**src/core/adc_cfg_defines.svh**
```systemverilog
// constants of the converter configuration register map
// included by the interface and the design modules; defines only
`ifndef ADC_CFG_DEFINES_SVH
`define ADC_CFG_DEFINES_SVH

`define ACFG_INSTR_BITS 16
`define ACFG_INSTR_LAST 4'hf
`define ACFG_BYTE_LAST 3'h7
`define ACFG_ADDR_W 13
`define ACFG_LEN_STREAM 2'h3

`define ACFG_CHIPCFG_LO 8'h00
`define ACFG_CHIPCFG_HI 8'h02
`define ACFG_FUNC_LO 8'h08
`define ACFG_FUNC_HI 8'ha8
`define ACFG_UPDATE 8'hff

`define ACFG_PORT_CFG 8'h00
`define ACFG_PORT_CFG_DEF 8'h18
`define ACFG_CHIP_ID 8'h01
`define ACFG_FORMAT 8'h14
`define ACFG_FORMAT_DEF 8'h01
`define ACFG_XFER_CMD 8'h01

`define ACFG_LSB_FIRST_BIT 6
`define ACFG_SOFT_RST_HI 5
`define ACFG_SOFT_RST_LO 2

`define ACFG_SHADOW_A 8'h09
`define ACFG_SHADOW_B 8'h0b
`define ACFG_SHADOW_C 8'h0d
`define ACFG_SHADOW_D 8'h10
`define ACFG_SHADOW_E 8'h18
`define ACFG_SHADOW_F 8'h21
`define ACFG_SHADOW_LO 8'h3a
`define ACFG_SHADOW_HI 8'h4c

`endif

```
**src/core/README_unused.sv**
```systemverilog
// spare design-side file; holds no logic

```
**src/core/adc_cfg_pkg.sv**
```systemverilog
// types of the converter configuration register map
// no assumptions; pure type definitions
package adc_cfg_pkg;

  typedef logic [7:0] reg_byte_t;

  typedef enum logic [4:0] {
    st_idle = 5'b00001,
    st_instr = 5'b00010,
    st_wdata = 5'b00100,
    st_rdata = 5'b01000,
    st_hold = 5'b10000
  } serial_state_t;

endpackage

```
**src/core/reg_access_if.sv**
```systemverilog
// register access between the serial engine and the register store
// both ends run on the same clock
`timescale 1ns/10ps
`include "adc_cfg_defines.svh"

interface reg_access_if;
  logic [`ACFG_ADDR_W-1:0] addr;
  logic wr;
  logic [7:0] wr_data;
  logic [7:0] rd_data;
  logic [7:0] port_cfg;

  modport engine (output addr, output wr, output wr_data, input rd_data, input port_cfg);
  modport store (input addr, input wr, input wr_data, output rd_data, output port_cfg);
endinterface

```
**src/core/reg_store.sv**
```systemverilog
// byte-wide register store with shadow and active copies and the transfer bit
// assumes one write strobe per byte from the serial engine, same clock
`timescale 1ns/10ps
`include "adc_cfg_defines.svh"

module reg_store
  import adc_cfg_pkg::*;
#(
  parameter reg_byte_t CHIP_ID = 8'h5a
)
(
  input wire logic clk,
  input wire logic resetn,
  input wire logic ce,
  reg_access_if.store bus,
  output logic [7:0] active_format,
  output logic update_pulse
);

  function automatic logic is_supported(input logic [7:0] a);
    return (a <= `ACFG_CHIPCFG_HI) || (a >= `ACFG_FUNC_LO && a <= `ACFG_FUNC_HI);
  endfunction

  function automatic logic is_shadowed(input logic [7:0] a);
    return (a == `ACFG_SHADOW_A) || (a == `ACFG_SHADOW_B) || (a == `ACFG_SHADOW_C) ||
           (a == `ACFG_SHADOW_D) || (a == `ACFG_FORMAT) || (a == `ACFG_SHADOW_E) ||
           (a == `ACFG_SHADOW_F) || (a >= `ACFG_SHADOW_LO && a <= `ACFG_SHADOW_HI);
  endfunction

  function automatic reg_byte_t default_value(input logic [7:0] a);
    case (a)
      `ACFG_PORT_CFG: return `ACFG_PORT_CFG_DEF;
      `ACFG_FORMAT: return `ACFG_FORMAT_DEF;
      default: return 8'h00;
    endcase
  endfunction

  reg_byte_t held [256];
  reg_byte_t active [256];
  logic xfer_bit;
  logic in_map;
  logic soft_rst;

  assign in_map = (bus.addr[`ACFG_ADDR_W-1:8] == '0);
  // soft reset bits reload defaults, which also clears them
  assign soft_rst = held[`ACFG_PORT_CFG][`ACFG_SOFT_RST_HI] |
                    held[`ACFG_PORT_CFG][`ACFG_SOFT_RST_LO];
  assign bus.port_cfg = held[`ACFG_PORT_CFG];

  genvar i;
  generate
    for (i = 0; i < 256; i++)
    begin : g_entry
      localparam logic [7:0] A = 8'(i);
      if (is_supported(A) && A != `ACFG_CHIP_ID)
      begin : g_rw
        always_ff @(posedge clk or negedge resetn)
        begin
          if (!resetn)
            held[i] <= default_value(A); // [RQ6]
          else if (ce)
          begin
            if (soft_rst)
              held[i] <= default_value(A);
            else if (bus.wr && in_map && bus.addr[7:0] == A)
              held[i] <= bus.wr_data; // [RQ2] [RQ7] [RQ12]
          end
        end
        if (is_shadowed(A))
        begin : g_shadow
          always_ff @(posedge clk or negedge resetn)
          begin
            if (!resetn)
              active[i] <= default_value(A); // [RQ3]
            else if (ce)
            begin
              if (soft_rst)
                active[i] <= default_value(A);
              else if (xfer_bit)
                active[i] <= held[i]; // [RQ9]
            end
          end
        end
        else
        begin : g_direct
          assign active[i] = held[i]; // [RQ12]
        end
      end
      else
      begin : g_open
        assign held[i] = 8'h00;
        assign active[i] = 8'h00;
      end
    end
  endgenerate

  // set wins over the automatic clear
  always_ff @(posedge clk or negedge resetn)
  begin
    if (!resetn)
      xfer_bit <= 1'b0;
    else if (ce)
    begin
      if (bus.wr && in_map && bus.addr[7:0] == `ACFG_UPDATE && bus.wr_data == `ACFG_XFER_CMD)
        xfer_bit <= 1'b1; // [RQ8]
      else if (xfer_bit)
        xfer_bit <= 1'b0; // [RQ10]
    end
  end

  always_ff @(posedge clk or negedge resetn)
  begin
    if (!resetn)
      update_pulse <= 1'b0;
    else if (ce)
      update_pulse <= xfer_bit;
  end

  assign active_format = active[`ACFG_FORMAT];

  // [RQ1] [RQ12]
  always_comb
  begin
    bus.rd_data = 8'h00;
    if (in_map)
    begin
      case (bus.addr[7:0])
        `ACFG_CHIP_ID: bus.rd_data = CHIP_ID;
        `ACFG_UPDATE: bus.rd_data = {7'h00, xfer_bit};
        default: bus.rd_data = held[bus.addr[7:0]];
      endcase
    end
  end

endmodule

```
**src/core/adc_config_register_map.sv**
```systemverilog
// serial configuration port and register map of a high-speed converter
// assumes serial pins synchronous to clk and sclk slower than clk / 4
// How it works
// RQ1 - addresses 0x00-0x02, 0x08-0xa8 and 0xff are the mapped regions.
// RQ2 - every register is one byte with bit 7 as its most significant bit.
// RQ3 - the output format register at 0x14 resets to 0x01, twos complement.
// RQ4 - the host writes zeros into unused bits of a supported register.
// RQ5 - the host never writes an address that is wholly unsupported.
// RQ6 - reset loads every register with its default value.
// RQ7 - writes to shadowed registers are held until a transfer is commanded.
// RQ8 - writing 0x01 to 0xff sets the transfer bit.
// RQ9 - a set transfer bit copies all shadowed values to the active copies at once.
// RQ10 - the transfer bit clears itself after the update.
// RQ11 - a frame is a 16-bit instruction followed by 8-bit data words.
// RQ12 - plain registers act at once; unsupported reads give zero, writes do nothing.
`timescale 1ns/10ps
`include "adc_cfg_defines.svh"

module adc_config_register_map
  import adc_cfg_pkg::*;
#(
  parameter reg_byte_t CHIP_ID = 8'h5a
)
(
  input wire logic clk,
  input wire logic resetn,
  input wire logic ce,
  input wire logic sclk,
  input wire logic cs_n,
  input wire logic sdio_in,
  output logic sdio_out,
  output logic sdio_oe_n,
  output logic [7:0] output_format,
  output logic update_done
);

  reg_access_if ra ();

  serial_state_t state;
  logic sclk_d;
  logic sclk_rise;
  logic sclk_fall;
  logic [3:0] bit_cnt;
  logic [`ACFG_INSTR_BITS-2:0] instr_sr;
  logic [7:0] data_sr;
  logic [7:0] rd_sr;
  logic [7:0] next_byte;
  logic [1:0] bytes_left;
  logic stream;
  logic load_pend;
  logic lsb_first;
  logic byte_done;
  logic last_byte;
  logic [`ACFG_ADDR_W-1:0] addr;
  logic wr;
  logic [7:0] wr_data;

  assign sclk_rise = sclk & ~sclk_d;
  assign sclk_fall = ~sclk & sclk_d;
  assign lsb_first = ra.port_cfg[`ACFG_LSB_FIRST_BIT];
  assign next_byte = lsb_first ? {sdio_in, data_sr[7:1]} : {data_sr[6:0], sdio_in};
  assign byte_done = sclk_rise && bit_cnt[2:0] == `ACFG_BYTE_LAST;
  assign last_byte = !stream && bytes_left == 2'h0;

  assign ra.addr = addr;
  assign ra.wr = wr;
  assign ra.wr_data = wr_data;

  reg_store #(
    .CHIP_ID(CHIP_ID)
  ) u_store (
    .clk(clk),
    .resetn(resetn),
    .ce(ce),
    .bus(ra),
    .active_format(output_format),
    .update_pulse(update_done)
  );

  always_ff @(posedge clk or negedge resetn)
  begin
    if (!resetn)
      sclk_d <= 1'b0;
    else if (ce)
      sclk_d <= sclk;
  end

  // frame sequencing; chip select high always ends the frame
  always_ff @(posedge clk or negedge resetn)
  begin
    if (!resetn)
    begin
      state <= st_idle;
      bit_cnt <= 4'h0;
    end
    else if (ce)
    begin
      if (cs_n)
      begin
        state <= st_idle;
        bit_cnt <= 4'h0;
      end
      else
      begin
        case (state)
          st_idle:
          begin
            state <= st_instr;
            bit_cnt <= 4'h0;
          end
          st_instr:
          begin
            if (sclk_rise)
            begin
              bit_cnt <= bit_cnt + 4'h1;
              if (bit_cnt == `ACFG_INSTR_LAST)
              begin
                state <= instr_sr[`ACFG_INSTR_BITS-2] ? st_rdata : st_wdata; // [RQ11]
                bit_cnt <= 4'h0;
              end
            end
          end
          st_wdata, st_rdata:
          begin
            if (sclk_rise)
              bit_cnt <= {1'b0, bit_cnt[2:0] + 3'h1};
            if (byte_done && last_byte)
              state <= st_hold;
          end
          st_hold:
            state <= st_hold;
          default:
            state <= st_idle;
        endcase
      end
    end
  end

  // instruction word: rw, two length bits, thirteen address bits
  always_ff @(posedge clk or negedge resetn)
  begin
    if (!resetn)
      instr_sr <= '0;
    else if (ce && state == st_instr && sclk_rise)
      instr_sr <= {instr_sr[`ACFG_INSTR_BITS-3:0], sdio_in}; // [RQ11]
  end

  // byte count from the length field; all ones streams until deselect
  always_ff @(posedge clk or negedge resetn)
  begin
    if (!resetn)
    begin
      bytes_left <= 2'h0;
      stream <= 1'b0;
    end
    else if (ce)
    begin
      if (state == st_instr && sclk_rise && bit_cnt == `ACFG_INSTR_LAST)
      begin
        bytes_left <= instr_sr[`ACFG_INSTR_BITS-3:`ACFG_INSTR_BITS-4];
        stream <= instr_sr[`ACFG_INSTR_BITS-3:`ACFG_INSTR_BITS-4] == `ACFG_LEN_STREAM;
      end
      else if ((state == st_wdata || state == st_rdata) && byte_done && bytes_left != 2'h0)
        bytes_left <= bytes_left - 2'h1;
    end
  end

  // address comes from the instruction, then steps once per byte
  always_ff @(posedge clk or negedge resetn)
  begin
    if (!resetn)
      addr <= '0;
    else if (ce)
    begin
      if (state == st_instr && sclk_rise && bit_cnt == `ACFG_INSTR_LAST)
        addr <= {instr_sr[`ACFG_ADDR_W-2:0], sdio_in};
      // a written byte steps the address only once its strobe has used it
      else if ((state == st_rdata && byte_done) || wr)
        addr <= addr + `ACFG_ADDR_W'(1);
    end
  end

  // write path: one strobe per assembled byte
  always_ff @(posedge clk or negedge resetn)
  begin
    if (!resetn)
    begin
      data_sr <= 8'h00;
      wr <= 1'b0;
      wr_data <= 8'h00;
    end
    else if (ce)
    begin
      wr <= 1'b0;
      if (state == st_wdata && sclk_rise)
      begin
        data_sr <= next_byte;
        if (bit_cnt[2:0] == `ACFG_BYTE_LAST)
        begin
          wr <= 1'b1; // [RQ11]
          wr_data <= next_byte; // [RQ2]
        end
      end
    end
  end

  // read path: fetch one clock after the address settles, shift on falling sclk
  always_ff @(posedge clk or negedge resetn)
  begin
    if (!resetn)
      load_pend <= 1'b0;
    else if (ce)
    begin
      if (cs_n)
        load_pend <= 1'b0;
      else if (state == st_instr && sclk_rise && bit_cnt == `ACFG_INSTR_LAST)
        load_pend <= instr_sr[`ACFG_INSTR_BITS-2];
      else if (state == st_rdata && byte_done && !last_byte)
        load_pend <= 1'b1;
      else
        load_pend <= 1'b0;
    end
  end

  always_ff @(posedge clk or negedge resetn)
  begin
    if (!resetn)
    begin
      rd_sr <= 8'h00;
      sdio_out <= 1'b0;
    end
    else if (ce)
    begin
      if (load_pend)
        rd_sr <= ra.rd_data; // [RQ12]
      else if (state == st_rdata && sclk_fall)
      begin
        sdio_out <= lsb_first ? rd_sr[0] : rd_sr[7];
        rd_sr <= lsb_first ? {1'b0, rd_sr[7:1]} : {rd_sr[6:0], 1'b0};
      end
    end
  end

  // pin turns round only once a read byte starts shifting
  always_ff @(posedge clk or negedge resetn)
  begin
    if (!resetn)
      sdio_oe_n <= 1'b1;
    else if (ce)
    begin
      if (cs_n || state != st_rdata)
        sdio_oe_n <= 1'b1;
      else if (sclk_fall)
        sdio_oe_n <= 1'b0;
    end
  end

endmodule

```
**config.mk**
```make
export PLATFORM = sky130hd
export DESIGN_NAME = adc_config_register_map
export DESIGN_NICKNAME = d
export VERILOG_FILES = /design/src/core/README_unused.sv /design/src/core/adc_cfg_pkg.sv /design/src/core/reg_access_if.sv /design/src/core/reg_store.sv /design/src/core/adc_config_register_map.sv
export VERILOG_INCLUDE_DIRS = /design/src /design/src/core
export SDC_FILE = /design/constraint.sdc
export NUM_CORES = 2
export LEC_CHECK = 0
export ABC_AREA = 1
export BUFFER_PORTS_ARGS = -buffer_cell sky130_fd_sc_hd__buf_4
export CAP_MARGIN = 20
export CORE_ASPECT_RATIO = 1.25
export CORE_MARGIN = 2
export CORE_UTILIZATION = 30
export CTS_BUF_LIST = sky130_fd_sc_hd__clkbuf_8 sky130_fd_sc_hd__clkbuf_16
export DETAILED_ROUTE_END_ITERATION = 8
export GPL_TIMING_DRIVEN = 0
export PLACE_DENSITY_LB_ADDON = 0.12
export SLEW_MARGIN = 0
export SYNTH_ARGS = -nofsm -noshare
export SYNTH_HDL_FRONTEND = slang
export SYNTH_HIERARCHICAL = 1
export SYNTH_SLANG_ARGS = --single-unit
```
**constraint.sdc**
```tcl
create_clock -name clk -period 3.4 [get_ports clk]
set_clock_uncertainty 0.2 [all_clocks]
set_input_delay 0.68 -clock clk [delete_from_list [all_inputs] [get_ports clk]]
set_output_delay 0.68 -clock clk [all_outputs]
set_load 0.1 [all_outputs]
```
# [Yosys cells after proc, flatten, opt, wreduce, memory -nomap -nowiden]
# Cells that the tools add are included.
# W data, S select, Z words.
[op_classes] add_sub_neg=4 n_lt_le_gt_ge=1 n_eq_ne=178 n_mux=361 bitwise=7 reduce_logical=532
[ops] operator="$mux W8" n=335
[ops] operator="$eq A8 B7 Y1 const B" n=64
[ops] operator="$reduce_and A2 Y1" n=170
[ops] operator="$reduce_bool A2 Y1" n=169
[ops] operator="$eq A8 B8 Y1 const B" n=42
[ops] operator="$eq A8 B6 Y1 const B" n=32
[ops] operator="$logic_and A1 B1 Y1" n=179
[ops] operator="$eq A8 B5 Y1 const B" n=16
[ops] operator="$bmux W8 S8" n=1
[ops] operator="$eq A8 B4 Y1 const B" n=8
[ops] operator="$mux W13" n=2
[ops] operator="$mux W4" n=5
[ops] operator="$mux W5" n=4
[ops] operator="$pmux W5 S4" n=1
[ops] operator="$eq A8 B1 Y1 const B" n=2
[ops] operator="$pmux W8 S2" n=1
[ops] operator="$add A13 B1 Y13 const B" n=1
[ops] operator="$ne A3 B3 Y1 const B" n=4
[ops] operator="$pmux W4 S3" n=1
[ops] operator="$ge A9 B9 Y1 const B" n=1
[ops] operator="$mux W1" n=9
[ops] operator="$not A8 Y9" n=1
[ops] operator="$eq A8 B2 Y1 const B" n=1
[ops] operator="$logic_not A8 Y1" n=1
[ops] operator="other kinds (24)" n=33
[word_totals] reg_bits=1383 inputBits=6

# [Longest topological paths before layout]
[logic_depth] depth_word=8 ltp_mapped=22

# [Modules after synthesis]
# Netlist, hierarchy kept.
[modules_own_cells] module="reg_store" n_inst=1 cells_each=7680 area_each_um2=61477.7
[modules_own_cells] module="adc_config_register_map" n_inst=1 cells_each=490 area_each_um2=3737.3

# [Least setup slack after synthesis]
# Ideal clock, no wire load.
[synth_path] path_kind="register -> register" start="register addr[1]" end="register rd_sr[3]" setup_time_ns=0.126 t_arrival_ns=2.100 required_time_ns=3.074 setup_slack_ns=0.973 path_stages_with_launch=19 n_path_buf=4 period_less_slack_ns=2.427 cell_sequence="dfrtp_1 > buf_4 > nand2_4 > buf_4 > buf_6 > buf_2 > o22ai_1 > o21bai_1 > nand2_1 > o21ai_0 > nand3_1 > nor2_1 > nand3_1 > nand2_1 > inv_1 > nand2_1 > o221ai_1 > nand2_1 > o21ai_0"
[synth_via] elab_chain_cells=7 elab_cells_between_ends=9 classes_between="2 x eq/ne; 6 x mux; 1 x bitwise"
[synth_lines] element="start: declaration" line_no="adc_config_register_map.sv:54" source="logic [`ACFG_ADDR_W-1:0] addr;"
[synth_lines] element="start signal: assignment" line_no="adc_config_register_map.sv:176" source="addr <= {instr_sr[`ACFG_ADDR_W-2:0], sdio_in};"
[synth_lines] element="start signal: assignment" line_no="adc_config_register_map.sv:179" source="addr <= addr + `ACFG_ADDR_W'(1);"
[synth_lines] element="$not A8 Y9 (implied by the code)" line_no="reg_store.sv:130" source="default: bus.rd_data = held[bus.addr[7:0]];"
[synth_lines] element="$bmux W8 S8" line_no="reg_store.sv:130"
[synth_lines] element="$mux W8 (implied by the code) (2 in a row)" line_no="reg_store.sv:130"
[synth_lines] element="$pmux W8 S2 (*)" line_no="reg_store.sv:127" source="case (bus.addr[7:0])"
[synth_lines] element="$mux W8 (*)" line_no="reg_store.sv:125" source="if (in_map)"
[synth_lines] element="via ra.rd_data[3]" line_no="reg_access_if.sv:10" source="logic [7:0] rd_data;"
[synth_lines] element="$mux W8 (*)" line_no="adc_config_register_map.sv:234" source="if (load_pend)"
[synth_lines] element="end signal: assignment" line_no="adc_config_register_map.sv:235" source="rd_sr <= ra.rd_data;"
[synth_lines] element="end signal: assignment" line_no="adc_config_register_map.sv:239" source="rd_sr <= lsb_first ? {1'b0, rd_sr[7:1]} : {rd_sr[6:0], 1'b0};"
[synth_lines] element="end: declaration" line_no="adc_config_register_map.sv:46" source="logic [7:0] rd_sr;"
# The timed path passes the listed nets; every way through them passes the cells marked *. The select of a mux whose other input is x is not followed.
# A chain may end at the register's enable or synchronous reset.

# [Final worst setup path]
[layout_path] start="register addr[0]" end="register rd_sr[7]"
# The elaborated chain is that of the path after synthesis.

==> reports/metrics.cfg <==
[floorplan]
core_region_area_um2=216000
dieArea_um2=221000
die_y_um=525
initial_core_util_pct=30.1
io_pins=17
die_w_um=421
fp-row-count=191

[drt]
wl_um=355000
wl_met2_um=160000
drtPass1Iterations=8
highest_layer=met5
vias=61600
drc=0
via_per_inst=5.36
wl_met3_um=30400
met1_length_um=135000
avgRoutedWirePerCell_um=30.9
antenna_left=0
drt_iter0_markers=7659

[final_layout]
final_cell_area_um2=77800
area_delta_synth_final_pct=19.4
drive_gt1_share_pct=13.1
stdcell_count=11500
nFillCells=22900
fin_nets=8452

[sta]
setup_viol=55
period_needed_ns=3.55
tightestPinTransition_ns=1.24
fin_ws_ns=-0.148
final_max_slew_viol_count=0
fmax_ghz=0.282
timing_hold_violations_final=0
slew_headroom_pct=17.5
rsz0062_at_grt=yes
timing.final.crit_share_pct=104
fin_tns_setup_ns=-1.89

[logic_synthesis]
syn_inst=8163
synth_area_um2=65200
syn-num-nets=8173
syn_avg_cell_area_um2=7.98
ys.warnings.count=6

[outcome]
violations=setup timing
status=finished, violations left

[global_routing]
grt_pass1_wl_um=485000
antenna_found_initial=36
grt_pass1_vias=58800
grt_overflow=0
grt_max_degree=169
grt_usage_pct=31.8

[worst_hold_path]
hold_class=in -> reg

[place]
dp_hpwl_um=253000
numPlacedInstances=11100
globalplace.congestion=1.04
portBuffers=16
place_area_um2=69900

[clock_tree]
clock_path_buffers=3
clkSinkCount=1383
cts_max_level=4
clock_latency_ns=0.87
root_buffer=clkbuf_16
cts_inserted_buffers=160
cts_tree=built
clkTransAtPathRegs_ns=0.06

[critical_path]
crit_path_end_kind=flip-flop
cp.required_ns=3.92
critPathLaunchType=flip-flop
critical_path.max_fanout=10
timing_worst_setup_path_type=reg -> reg
worstPathArrival_ns=4.07

[power]
p_leak_nw=36.0
ir_worst_vdd_mv=0.407
powerDensity_nw_per_um2=566
power_mw=44.0

[job]
drv_cap=0

## layout by cell type (no fill, tap or decap), types with 147 or more instances in the layout
master	count
dfrtp_1	1369
inv_1	601
clkbuf_16	170
nand2_1	2851
nor2_1	440
a21oi_1	311
clkbuf_1	151
buf_2	147
buf_4	148
o21ai_0	1277
## stage by stage
step	worst slack, ns	hold slack (ns)	utilization [%]
finish	-0.148	0.0569	36.0
global route	-0.149	0.0772	36.0
CTS	-0.245	0.0336	35.5
detailed placement	-1.87	0.265	32.3
global placement	-16.96	0.264	31.9
floorplan	0.973	0.184	-
## sequential cells by signal (all words and copies together) (netlist names), 8 cells and up
name,cells
u_store/active,1088
u_store/held,208
instr_sr,15
addr,13
data_sr,8
ra.wr_data,8
rd_sr,8
u_store/active_format,8
u_store/bus.port_cfg,8
## final cells by class
type	count	area, um^2	area share [%]
plain buffers	551	3860	4.96
clock buffers	207	4710	6.05
clock inverters	88	638	0.820
multi-input cells	5623	26400	33.9
diodes	19	47.5	0.0611
flip-flops and latches	1383	34600	44.5
repair buffers	119	1610	2.07
well taps	2895	3620	4.66
inverters	604	2290	2.94
## path summary, 6_finish.rpt
check	startpoint	to	slack [ns]	depth (start not counted)
setup / recovery	addr[0]	rd_sr[7]	-0.15	18
hold / removal	ce	ra.wr	0.06	3
setup reg to reg	addr[0]	rd_sr[7]	-0.15	18
hold reg to reg	u_store/update_pulse	u_store/update_pulse	0.28	2
max in group asynchronous	resetn	u_store/active[1652]	0.48	5
min in group asynchronous	resetn	u_store/active[1173]	0.20	2
## routing by layer
layer	GRT usage, %	vias to the layer above
met1	38.9	30700
li1	-	26800
met5	0	-
met2	49.2	3103
met4	22.3	12
met3	7.25	954
## critical path, cell delays in order, from the launching register on
cell and delay [ns]:
dfrtp_2 0.43, buf_12 0.16, nand2_4 0.13, buf_12 0.19, buf_16 0.20, buf_12 0.20, o22ai_1 0.10, o21ai_1 0.21
nand2_1 0.17, o21ai_4 0.36, nand2_1 0.18, nor2_4 0.19, nand3_4 0.16, nand2_1 0.10, inv_1 0.04, nand2_1 0.07
o21ai_0 0.09, nand2_1 0.06, o21ai_0 0.08
## report_power, final
group | total [mW] | switching (mW) | internal, mW
Clock | 17.8 | 7.64 | 10.2
Sequential | 18.7 | 0.791 | 18.0
Combinational | 7.46 | 5.41 | 2.06
## repair_timing
| item | CTS | global route |
|---|---|---|
| hold buffers | 4 | 0 |
| resized for setup | 485 | 180 |
| cloned | 0 | 3 |
| setup buffers | 20 | 30 |
| pin swaps | 29 | 37 |
| setup endpoints to repair | 741 | 553 |
| hold endpoints to repair | 91 | 0 |
Power figures use the tool's default switching activity.
